<file path="config.mk">
export PLATFORM = sky130hd
export DESIGN_NAME = core_performance_event_counters
export DESIGN_NICKNAME = d
export VERILOG_FILES = /design/src/perf_counter_pkg.sv /design/src/core_performance_event_counters.sv
export SDC_FILE = /design/constraint.sdc
export NUM_CORES = 1
export LEC_CHECK = 0
export BUFFER_PORTS_ARGS = -buffer_cell sky130_fd_sc_hd__buf_2
export CORE_MARGIN = 1.5
export CORE_UTILIZATION = 45
export DETAILED_ROUTE_END_ITERATION = 8
export SLEW_MARGIN = 20
export SYNTH_ARGS = -nofsm -noshare
export SYNTH_HDL_FRONTEND = slang
export SYNTH_SLANG_ARGS = --single-unit
</file>
<file path="constraint.sdc">
create_clock -name clk -period 7 [get_ports clk]
set_input_delay 0.35 -clock clk [delete_from_list [all_inputs] [get_ports clk]]
set_output_delay 0.35 -clock clk [all_outputs]
set_load 0.05 [all_outputs]
</file>
<file path="src/perf_counter_pkg.sv">
package perf_counter_pkg;

  localparam int NUM_COUNTERS = 4;
  localparam int COUNT_W = 32;
  localparam int EVENT_SEL_W = 7;
  localparam int ADDR_W = 8;

  // Register offsets (byte addresses, one word each)
  localparam logic [7:0] OFS_COUNTER_0 = 8'h00;
  localparam logic [7:0] OFS_CONTROL_0 = 8'h10;
  localparam logic [7:0] OFS_GLOBAL_CTRL = 8'h20;
  localparam logic [7:0] OFS_OVF_STATUS = 8'h24;
  localparam logic [7:0] OFS_LAT_THRESH = 8'h28;

  // Control register field positions
  localparam int CTRL_EN_BIT = 0;
  localparam int CTRL_OVF_IE_BIT = 1;
  localparam int CTRL_SEL_LSB = 8;

  // Reset values
  localparam logic [31:0] COUNTER_RESET = 32'h0000_0000;
  localparam logic [15:0] LAT_THRESH_RESET = 16'h0010;

  // Event codes
  localparam logic [6:0] EV_CYCLES = 7'h01;
  localparam logic [6:0] EV_INSTR_DONE = 7'h02;
  localparam logic [6:0] EV_WORDS_FETCHED = 7'h03;
  localparam logic [6:0] EV_BRANCH = 7'h04;
  localparam logic [6:0] EV_BRANCH_LINK = 7'h05;
  localparam logic [6:0] EV_COND_BRANCH = 7'h06;
  localparam logic [6:0] EV_TAKEN_BRANCH = 7'h07;
  localparam logic [6:0] EV_TAKEN_COND = 7'h08;
  localparam logic [6:0] EV_LOAD = 7'h09;
  localparam logic [6:0] EV_STORE = 7'h0A;
  localparam logic [6:0] EV_INTEGER = 7'h0B;
  localparam logic [6:0] EV_MULTIPLY = 7'h0C;
  localparam logic [6:0] EV_DIVIDE = 7'h0D;
  localparam logic [6:0] EV_RFI = 7'h0E;
  localparam logic [6:0] EV_DECODE_STALL = 7'h0F;
  localparam logic [6:0] EV_ISSUE_STALL = 7'h10;
  localparam logic [6:0] EV_BRANCH_STALL = 7'h11;
  localparam logic [6:0] EV_LOAD_STALL = 7'h12;
  localparam logic [6:0] EV_INT_TAKEN = 7'h13;
  localparam logic [6:0] EV_EXT_INT_TAKEN = 7'h14;
  localparam logic [6:0] EV_WDOG_INT_TAKEN = 7'h15;
  localparam logic [6:0] EV_WATCHPOINT = 7'h16;
  localparam logic [6:0] EV_INT_LATENCY = 7'h17;

  // Per-cycle indications from the core pipeline
  typedef struct packed {
    logic waiting;
    logic halted;
    logic stopped;
    logic debug_active;
    logic [1:0] instr_done;
    logic [2:0] words_fetched;
    logic branch;
    logic branch_link;
    logic cond_branch;
    logic taken_branch;
    logic taken_cond;
    logic load;
    logic store;
    logic integer_op;
    logic multiply;
    logic divide;
    logic rfi;
    logic decode_empty;
    logic issue_stall;
    logic branch_stall;
    logic load_stall;
    logic int_taken;
    logic ext_int_taken;
    logic wdog_int_taken;
    logic watchpoint_indication_0;
    logic ext_int_request;
    logic fetch_ext_vector;
  } core_events_t;

  // Register port request
  typedef struct packed {
    logic [7:0] addr;
    logic [31:0] wdata;
    logic wr;
    logic rd;
  } reg_req_t;

endpackage

</file>
<file path="src/core_performance_event_counters.sv">
// Notes on behaviour
// - Four independent software-visible counters, indices zero to three.
// - Counters are 32 bits and emit an overflow event when enabled.
// - Each counter selects its source from up to 128 event codes.
// - Monitor interrupt raised on any enabled overflow condition.
// - Cycle event counts cycles not waiting, halted, stopped or debugging.
// - Completed-instruction event adds zero to three per cycle.
// - Fetched-word event adds zero to four per cycle.
// - Branches, branch-and-link and conditional branches counted separately.
// - Taken branches and taken conditional branches counted separately.
// - Loads and stores counted, including multiple forms.
// - Simple integer, multiply and divide completions counted separately.
// - All return-from-interrupt variants counted.
// - Decode stall counts cycles with no instruction to decode.
// - Issue stall counts cycles with buffer full but nothing issued.
// - Branch issue stall counts cycles branch waits for resolution.
// - Load stall counts cycles execution waits on load data.
// - All, external and watchdog interrupts taken counted separately.
// - Watchpoint event counts each rising edge of watchpoint indication.
// - Latency event counts request-to-vector waits above threshold.
`timescale 1ns/1ps
module core_performance_event_counters (
  // Clock and reset
  input wire logic clk,
  input wire logic rst,
  // Register port
  input wire perf_counter_pkg::reg_req_t req,
  output logic [31:0] rdata,
  // Core pipeline indications
  input wire perf_counter_pkg::core_events_t ev,
  // Overflow and interrupt
  output logic [3:0] overflow_event,
  output logic perf_irq
);
  import perf_counter_pkg::*;

  logic [COUNT_W-1:0] count_reg [NUM_COUNTERS];
  logic [NUM_COUNTERS-1:0] enable_reg;
  logic [NUM_COUNTERS-1:0] ovf_ie_reg;
  logic [EVENT_SEL_W-1:0] sel_reg [NUM_COUNTERS];
  logic [NUM_COUNTERS-1:0] ovf_status_reg;
  logic freeze_reg;
  logic [15:0] lat_thresh_reg;
  logic wp_prev_reg;
  logic lat_active_reg;
  logic lat_flag_reg;
  logic [15:0] lat_count_reg;
  logic lat_event;
  logic [2:0] inc [NUM_COUNTERS];
  logic [COUNT_W:0] sum [NUM_COUNTERS];
  logic [NUM_COUNTERS-1:0] wr_count;
  logic [NUM_COUNTERS-1:0] wr_ctrl;

  // Map an event code to its per-cycle increment
  function automatic logic [2:0] event_inc(input logic [6:0] sel,
                                           input core_events_t e,
                                           input logic wp_rise,
                                           input logic lat_hit);
    logic [2:0] v;
    v = 3'h0;
    unique case (sel)
      EV_CYCLES: v = {2'h0, !(e.waiting || e.halted || e.stopped ||
                              e.debug_active)};
      EV_INSTR_DONE: v = {1'b0, e.instr_done};
      EV_WORDS_FETCHED: v = (e.words_fetched > 3'h4) ? 3'h4 :
                            e.words_fetched;
      EV_BRANCH: v = {2'h0, e.branch};
      EV_BRANCH_LINK: v = {2'h0, e.branch_link};
      EV_COND_BRANCH: v = {2'h0, e.cond_branch};
      EV_TAKEN_BRANCH: v = {2'h0, e.taken_branch};
      EV_TAKEN_COND: v = {2'h0, e.taken_cond};
      EV_LOAD: v = {2'h0, e.load};
      EV_STORE: v = {2'h0, e.store};
      EV_INTEGER: v = {2'h0, e.integer_op};
      EV_MULTIPLY: v = {2'h0, e.multiply};
      EV_DIVIDE: v = {2'h0, e.divide};
      EV_RFI: v = {2'h0, e.rfi};
      EV_DECODE_STALL: v = {2'h0, e.decode_empty};
      EV_ISSUE_STALL: v = {2'h0, e.issue_stall};
      EV_BRANCH_STALL: v = {2'h0, e.branch_stall};
      EV_LOAD_STALL: v = {2'h0, e.load_stall};
      EV_INT_TAKEN: v = {2'h0, e.int_taken};
      EV_EXT_INT_TAKEN: v = {2'h0, e.ext_int_taken};
      EV_WDOG_INT_TAKEN: v = {2'h0, e.wdog_int_taken};
      EV_WATCHPOINT: v = {2'h0, wp_rise};
      EV_INT_LATENCY: v = {2'h0, lat_hit};
      default: v = 3'h0;
    endcase
    return v;
  endfunction

  // Match one word slot of a register bank
  function automatic logic slot_hit(input logic [7:0] addr,
                                    input logic [7:0] base,
                                    input int idx);
    return addr == base + 8'(4 * idx);
  endfunction

  // Watchpoint edge detection
  always_ff @(posedge clk or posedge rst) begin
    if (rst) begin
      wp_prev_reg <= 1'b0;
    end else begin
      wp_prev_reg <= ev.watchpoint_indication_0;
    end
  end

  // Interrupt latency measurement, one event per excursion
  always_ff @(posedge clk or posedge rst) begin
    if (rst) begin
      lat_active_reg <= 1'b0;
      lat_flag_reg <= 1'b0;
      lat_count_reg <= 16'h0000;
    end else if (ev.fetch_ext_vector || !ev.ext_int_request) begin
      lat_active_reg <= 1'b0;
      lat_flag_reg <= 1'b0;
      lat_count_reg <= 16'h0000;
    end else begin
      lat_active_reg <= 1'b1;
      if (lat_count_reg != 16'hFFFF) begin
        lat_count_reg <= lat_count_reg + 16'h0001;
      end
      if (lat_event) begin
        lat_flag_reg <= 1'b1;
      end
    end
  end

  assign lat_event = lat_active_reg && !lat_flag_reg &&
                     (lat_count_reg > lat_thresh_reg);

  always_comb begin
    for (int i = 0; i < NUM_COUNTERS; i++) begin
      inc[i] = event_inc(sel_reg[i], ev,
                         ev.watchpoint_indication_0 && !wp_prev_reg,
                         lat_event);
      sum[i] = {1'b0, count_reg[i]} + {30'h0, inc[i]};
      wr_count[i] = req.wr && slot_hit(req.addr, OFS_COUNTER_0, i);
      wr_ctrl[i] = req.wr && slot_hit(req.addr, OFS_CONTROL_0, i);
    end
  end

  // Counters
  always_ff @(posedge clk or posedge rst) begin
    if (rst) begin
      for (int i = 0; i < NUM_COUNTERS; i++) begin
        count_reg[i] <= COUNTER_RESET;
      end
    end else begin
      for (int i = 0; i < NUM_COUNTERS; i++) begin
        if (wr_count[i]) begin
          count_reg[i] <= req.wdata;
        end else if (enable_reg[i] && !freeze_reg) begin
          count_reg[i] <= sum[i][COUNT_W-1:0];
        end
      end
    end
  end

  // Overflow pulses and sticky status
  always_ff @(posedge clk or posedge rst) begin
    if (rst) begin
      overflow_event <= 4'h0;
      ovf_status_reg <= 4'h0;
    end else begin
      for (int i = 0; i < NUM_COUNTERS; i++) begin
        overflow_event[i] <= !wr_count[i] && enable_reg[i] && !freeze_reg &&
                             sum[i][COUNT_W];
        if (!wr_count[i] && enable_reg[i] && !freeze_reg &&
            sum[i][COUNT_W]) begin
          ovf_status_reg[i] <= 1'b1;
        end else if (req.wr && req.addr == OFS_OVF_STATUS &&
                     req.wdata[i]) begin
          ovf_status_reg[i] <= 1'b0;
        end
      end
    end
  end

  // Interrupt output
  always_ff @(posedge clk or posedge rst) begin
    if (rst) begin
      perf_irq <= 1'b0;
    end else begin
      perf_irq <= |(ovf_status_reg & ovf_ie_reg);
    end
  end

  // Control registers
  always_ff @(posedge clk or posedge rst) begin
    if (rst) begin
      enable_reg <= 4'h0;
      ovf_ie_reg <= 4'h0;
      freeze_reg <= 1'b0;
      lat_thresh_reg <= LAT_THRESH_RESET;
      for (int i = 0; i < NUM_COUNTERS; i++) begin
        sel_reg[i] <= 7'h00;
      end
    end else begin
      for (int i = 0; i < NUM_COUNTERS; i++) begin
        if (wr_ctrl[i]) begin
          enable_reg[i] <= req.wdata[CTRL_EN_BIT];
          ovf_ie_reg[i] <= req.wdata[CTRL_OVF_IE_BIT];
          sel_reg[i] <= req.wdata[CTRL_SEL_LSB +: EVENT_SEL_W];
        end
      end
      if (req.wr && req.addr == OFS_GLOBAL_CTRL) begin
        freeze_reg <= req.wdata[0];
      end
      if (req.wr && req.addr == OFS_LAT_THRESH) begin
        lat_thresh_reg <= req.wdata[15:0];
      end
    end
  end

  // Read data, valid the cycle after the strobe
  always_ff @(posedge clk or posedge rst) begin
    if (rst) begin
      rdata <= 32'h0000_0000;
    end else begin
      rdata <= 32'h0000_0000;
      if (req.rd) begin
        for (int i = 0; i < NUM_COUNTERS; i++) begin
          if (slot_hit(req.addr, OFS_COUNTER_0, i)) begin
            rdata <= count_reg[i];
          end
          if (slot_hit(req.addr, OFS_CONTROL_0, i)) begin
            rdata <= {17'h0, sel_reg[i], 6'h0, ovf_ie_reg[i], enable_reg[i]};
          end
        end
        if (req.addr == OFS_GLOBAL_CTRL) begin
          rdata <= {31'h0, freeze_reg};
        end
        if (req.addr == OFS_OVF_STATUS) begin
          rdata <= {28'h0, ovf_status_reg};
        end
        if (req.addr == OFS_LAT_THRESH) begin
          rdata <= {16'h0, lat_thresh_reg};
        end
      end
    end
  end

  // Checks
  property p_cycle_count;
    @(posedge clk) disable iff (rst)
    (enable_reg[1] && !freeze_reg && sel_reg[1] == EV_CYCLES && !wr_count[1]
     && ev.halted) |=> $stable(count_reg[1]);
  endproperty
  a_cycle_count: assert property (p_cycle_count)
    else $error("cycle counter advanced while halted");

  property p_disabled_holds;
    @(posedge clk) disable iff (rst)
    (!enable_reg[1] && !wr_count[1]) |=> $stable(count_reg[1]);
  endproperty
  a_disabled_holds: assert property (p_disabled_holds)
    else $error("disabled counter changed");

  property p_wrap;
    @(posedge clk) disable iff (rst)
    (enable_reg[0] && !freeze_reg && !wr_count[0] && sum[0][COUNT_W])
      |=> overflow_event[0] && count_reg[0] < 32'h0000_0004;
  endproperty
  a_wrap: assert property (p_wrap)
    else $error("overflow did not wrap with pulse");

  property p_ovf_only_on_wrap;
    @(posedge clk) disable iff (rst)
    overflow_event[2] |-> $past(count_reg[2]) > count_reg[2];
  endproperty
  a_ovf_only_on_wrap: assert property (p_ovf_only_on_wrap)
    else $error("overflow pulse without wrap");

  property p_irq;
    @(posedge clk) disable iff (rst)
    (ovf_status_reg[0] && ovf_ie_reg[0]) |=> perf_irq;
  endproperty
  a_irq: assert property (p_irq)
    else $error("enabled overflow did not raise interrupt");

  property p_irq_cause;
    @(posedge clk) disable iff (rst)
    perf_irq |-> $past(|(ovf_status_reg & ovf_ie_reg));
  endproperty
  a_irq_cause: assert property (p_irq_cause)
    else $error("interrupt without enabled overflow");

  property p_instr_step;
    @(posedge clk) disable iff (rst)
    (enable_reg[2] && !freeze_reg && !wr_count[2] &&
     sel_reg[2] == EV_INSTR_DONE && count_reg[2] < 32'hFFFF_FFF0)
      |=> count_reg[2] - $past(count_reg[2]) == 32'($past(ev.instr_done));
  endproperty
  a_instr_step: assert property (p_instr_step)
    else $error("instruction count step wrong");

  property p_fetch_max;
    @(posedge clk) disable iff (rst)
    inc[3] <= 3'h4;
  endproperty
  a_fetch_max: assert property (p_fetch_max)
    else $error("increment above four");

  property p_watchpoint_once;
    @(posedge clk) disable iff (rst)
    (sel_reg[2] == EV_WATCHPOINT && inc[2] != 3'h0) |=>
      (inc[2] == 3'h0 || sel_reg[2] != EV_WATCHPOINT);
  endproperty
  a_watchpoint_once: assert property (p_watchpoint_once)
    else $error("watchpoint counted twice per assertion");

  property p_lat_once;
    @(posedge clk) disable iff (rst)
    lat_event |=> !lat_event;
  endproperty
  a_lat_once: assert property (p_lat_once)
    else $error("latency excursion counted twice");

  c_overflow: cover property (@(posedge clk) disable iff (rst)
    overflow_event[0]);
  c_irq: cover property (@(posedge clk) disable iff (rst) perf_irq);
  c_latency: cover property (@(posedge clk) disable iff (rst) lat_event);
  c_watchpoint: cover property (@(posedge clk) disable iff (rst)
    sel_reg[2] == EV_WATCHPOINT && inc[2] != 3'h0);
  c_masked_ovf: cover property (@(posedge clk) disable iff (rst)
    ovf_status_reg[1] && !ovf_ie_reg[1]);

  property p_status_follows_ovf;
    @(posedge clk) disable iff (rst)
    overflow_event[1] |-> ovf_status_reg[1];
  endproperty
  a_status_follows_ovf: assert property (p_status_follows_ovf)
    else $error("overflow did not set status");

  property p_rdata_idle;
    @(posedge clk) disable iff (rst)
    !$past(req.rd) |-> rdata == 32'h0000_0000;
  endproperty
  a_rdata_idle: assert property (p_rdata_idle)
    else $error("read data outside read cycle");

  property p_freeze_holds;
    @(posedge clk) disable iff (rst)
    (freeze_reg && !wr_count[2]) |=> $stable(count_reg[2]);
  endproperty
  a_freeze_holds: assert property (p_freeze_holds)
    else $error("frozen counter changed");
endmodule

</file>
==> results.json <==
{
  "status": "finished clean",
  "drv_slew": 0,
  "yosysTopAreaCellShare_pct": 41.35,
  "drtIter0Drc": 1188,
  "ys_seq_elements": 241,
  "synth.yosys.seq_area_share_pct": 41.54,
  "clock-root-buffer": "clkbuf_16",
  "critPathRequiredTime_ns": 7.47,
  "setup_viol": 0,
  "dp_worst_setup_slack_ns": 2.435,
  "fin_crit_sh_pct": 66.87,
  "synth_cells": 1569,
  "synthArstFlopShare_pct": 100.0,
  "hp-class": "in -> reg",
  "skew_ns": 0.01353,
  "via_count": 12580,
  "largest_reg_flops": 128,
  "cts_tree": "yes",
  "wl_um": 46070,
  "final_nets": 1750,
  "wl_per_cell_um": 22.30,
  "grt_max_degree": 105,
  "ant_nets": 0,
  "ff2ff_setup_slack_ns": 2.32,
  "die_x_um": 182.6,
  "final.setup.tns_ns": 0,
  "io_pins": 111,
  "synth_top_family_by_area": "simple AND/OR/NAND/NOR gates",
  "hold_viol": 0,
  "synth_area_leaders": "dfrtp_1 (41%), nand2_1 (4.7%), a21oi_1 (4.4%)",
  "power_density_mw_per_mm2": 218.5,
  "synth_adder_area_share_pct": 3.050,
  "rows": 65,
  "post_cts_buffers": 0,
  "cts_resized": 0,
  "layout-drive-gt1-share_pct": 17.03,
  "grt_pass1_wl_um": 71800,
  "cp_max_fo": 6,
  "hold_ws_ns": 0.06946,
  "dr.pass1.iters": 6,
  "drcViolationCount": 0,
  "cts_made_buffers": 28,
  "ys_types": 87,
  "final_cells": 2066,
  "critPathArrivalTime_ns": 5.15,
  "utilization_pct": 51.67,
  "endpoint_kind": "flop",
  "yosys.area_share.simple_pct": 21.69,
  "slowest_delay_ns": 0.74,
  "clk_pin_slew_ns": 0.06,
  "syn_area_per_cell_um2": 9.256,
  "slew_headroom_pct": 34.47,
  "grt_pass1_vias": 11990,
  "crit_type": "reg -> reg",
  "placed_cells_incl_taps": 2013,
  "clock_latency_ns": 0.55,
  "cts.sinks": 241,
  "irDropWorstVdd_mv": 0.1763,
  "cp_cell_sequence": "ha_1 -> nand4_1 -> nor2_1 -> o2111ai_1 -> nand3_1 -> nand3_1 -> a2111oi_0 -> ha_1 -> inv_1 -> fa_1 -> nand2b_1 -> a211oi_1 -> nand4_1 -> xor2_1 -> o21ai_0",
  "syn_area_mm2": 0.01452,
  "yosysTopAreaCell": "dfrtp_1",
  "syn_nets": 1676,
  "fp.dieH_um": 182.6,
  "synth_compound_area_share_pct": 13.94,
  "viasPerCell": 6.091,
  "clockBufferDepth": 3,
  "core-area_mm2": 0.03164,
  "antenna_found_initial": 5,
  "postPlaceCellArea_mm2": 0.01536,
  "tightest_slew_ns": 0.9829,
  "ctsHtreeMaxLevel": 1,
  "gp_congestion": 0.9129,
  "area_growth_pct": 12.57,
  "grt_overflow": 0,
  "start_util_pct": 45.90,
  "post-dp-hpwl_um": 32940,
  "synth_edf_count": 0,
  "synthMuxAreaShare_pct": 8.391,
  "fin_ws_ns": 2.319,
  "dieArea_mm2": 0.03336,
  "grt.total_usage_pct": 27.84,
  "finalInstanceArea_mm2": 0.01635,
  "worst_setup_path_start_kind": "flop",
  "path_buf_inv": 1,
  "synth-xor-area-share_pct": 7.659,
  "io_buffers": 110,
  "rsz0062_at_grt": "false",
  "ys_warn_count": 0,
  "fmax_ghz": 0.2136,
  "total_power_mw": 3.573,
  "ys.flop_type": "dfrtp_1",
  "cp_slowest_cell": "a2111oi_0",
  "period_minus_slack_ns": 4.681,
  "drv_cap": 0,
  "critPathTopFamily": "compound AO/OA/AOI/OAI gates",
  "p_leak_nw": 7.042
}
## power breakdown
part	internal [mW]	switching (mW)	total (mW)
registers	1.49	0.133	1.62
clock network	0.949	0.594	1.54
logic	0.174	0.235	0.409
total	2.61	0.961	3.57
## cell families (layout without fill, tap and decap cells)
family	count (synthesis)	count (layout)
xor gates and xnor gates	127	127
and+or+nand+nor	618	618
buffers and inverters	130	223
AOI/OAI and AO/OA	324	324
DFF	241	241
muxes	96	96
other	0	2
adders and majority gates	33	33
## path summary, 6_finish.rpt
kind                                    startpoint            endpoint  cells past startpoint
worst max-delay path             lat_count_reg[10]       count_reg[44]                     15
worst min-delay path                       req[23]      count_reg[117]                      3
worst max register to register   lat_count_reg[10]       count_reg[44]                     15
worst min register to register  lat_thresh_reg[11]  lat_thresh_reg[11]                      1
max in group asynchronous                      rst            rdata[4]                      4
min in group asynchronous                      rst      count_reg[109]                      3
## layer usage
layer  up-vias  track usage, %  part of all wire, %
li1       5772               -                    -
met1      6230           39.34                   44
met2       476           43.88                   46
met3       101           3.333                  6.6
met4         4           10.38                  3.8
met5         -               0                0.059
## placed cells by master (no fill, tap or decap), types with 5 or more instances in the layout
master     instances
nor3_1            31
clkbuf_8           5
xor2_1            73
o21ai_1            6
or3_1              6
clkbuf_1           6
and2_1             6
a222oi_1          24
ha_1              29
clkbuf_16         29
mux2i_1           25
and3_1            20
o211ai_1           8
nand2b_1          16
a21o_1            13
inv_1             45
nand3b_1          12
and4_1            11
buf_2            110
nor3b_1            5
nand4_1           30
xnor2_1           54
o22ai_1            6
mux4_2            15
nor2b_1           15
a21oi_1          128
nor4_1            13
a211oi_1           5
dfrtp_1          240
nand2_1          180
o21ai_0           80
buf_4             16
mux2_2            56
a221o_1            5
nand3_1           69
clkinv_2           5
a221oi_1           5
nor2_1           157
## Yosys cell counts, types with 12 or more instances
cell and count:
a21o_1 13, a21oi_1 129, a222oi_1 24, and3_1 20, buf_2 26, clkbuf_1 51
dfrtp_1 240, ha_1 29, inv_1 46, mux2_2 56, mux2i_1 25, mux4_2 15
nand2_1 181, nand2b_1 16, nand3_1 70, nand3b_1 12, nand4_1 30, nor2_1 159
nor2b_1 15, nor3_1 31, nor4_1 13, o21ai_0 80, xnor2_1 54, xor2_1 73
## timing repair
item,CTS,global route
hold buffers,2,0
hold endpoints to repair,73,0
endpoints found under the setup margin,0,0
## worst register-to-register path, cell delays in order (launching register included)
cell	delay, ns
dfrtp_1	0.46
ha_1	0.36
nand4_1	0.12
nor2_1	0.25
o2111ai_1	0.24
nand3_1	0.28
nand3_1	0.12
a2111oi_0	0.74
ha_1	0.31
inv_1	0.06
fa_1	0.39
nand2b_1	0.18
a211oi_1	0.58
nand4_1	0.19
xor2_1	0.17
o21ai_0	0.16
## cell type report
| cell class | count | area (um2) |
|---|---|---|
| flip-flops and latches | 241 | 6032 |
| clock buffers | 40 | 817.0 |
| clock inverters | 9 | 145.1 |
| diodes | 2 | 5.005 |
| repair buffers | 128 | 690.7 |
| well taps | 402 | 503.0 |
| multi-input cells | 1198 | 7975 |
| fillers | 2880 | 15290 |
| inverters | 46 | 180.2 |
Power figures use the tool's default switching activity.
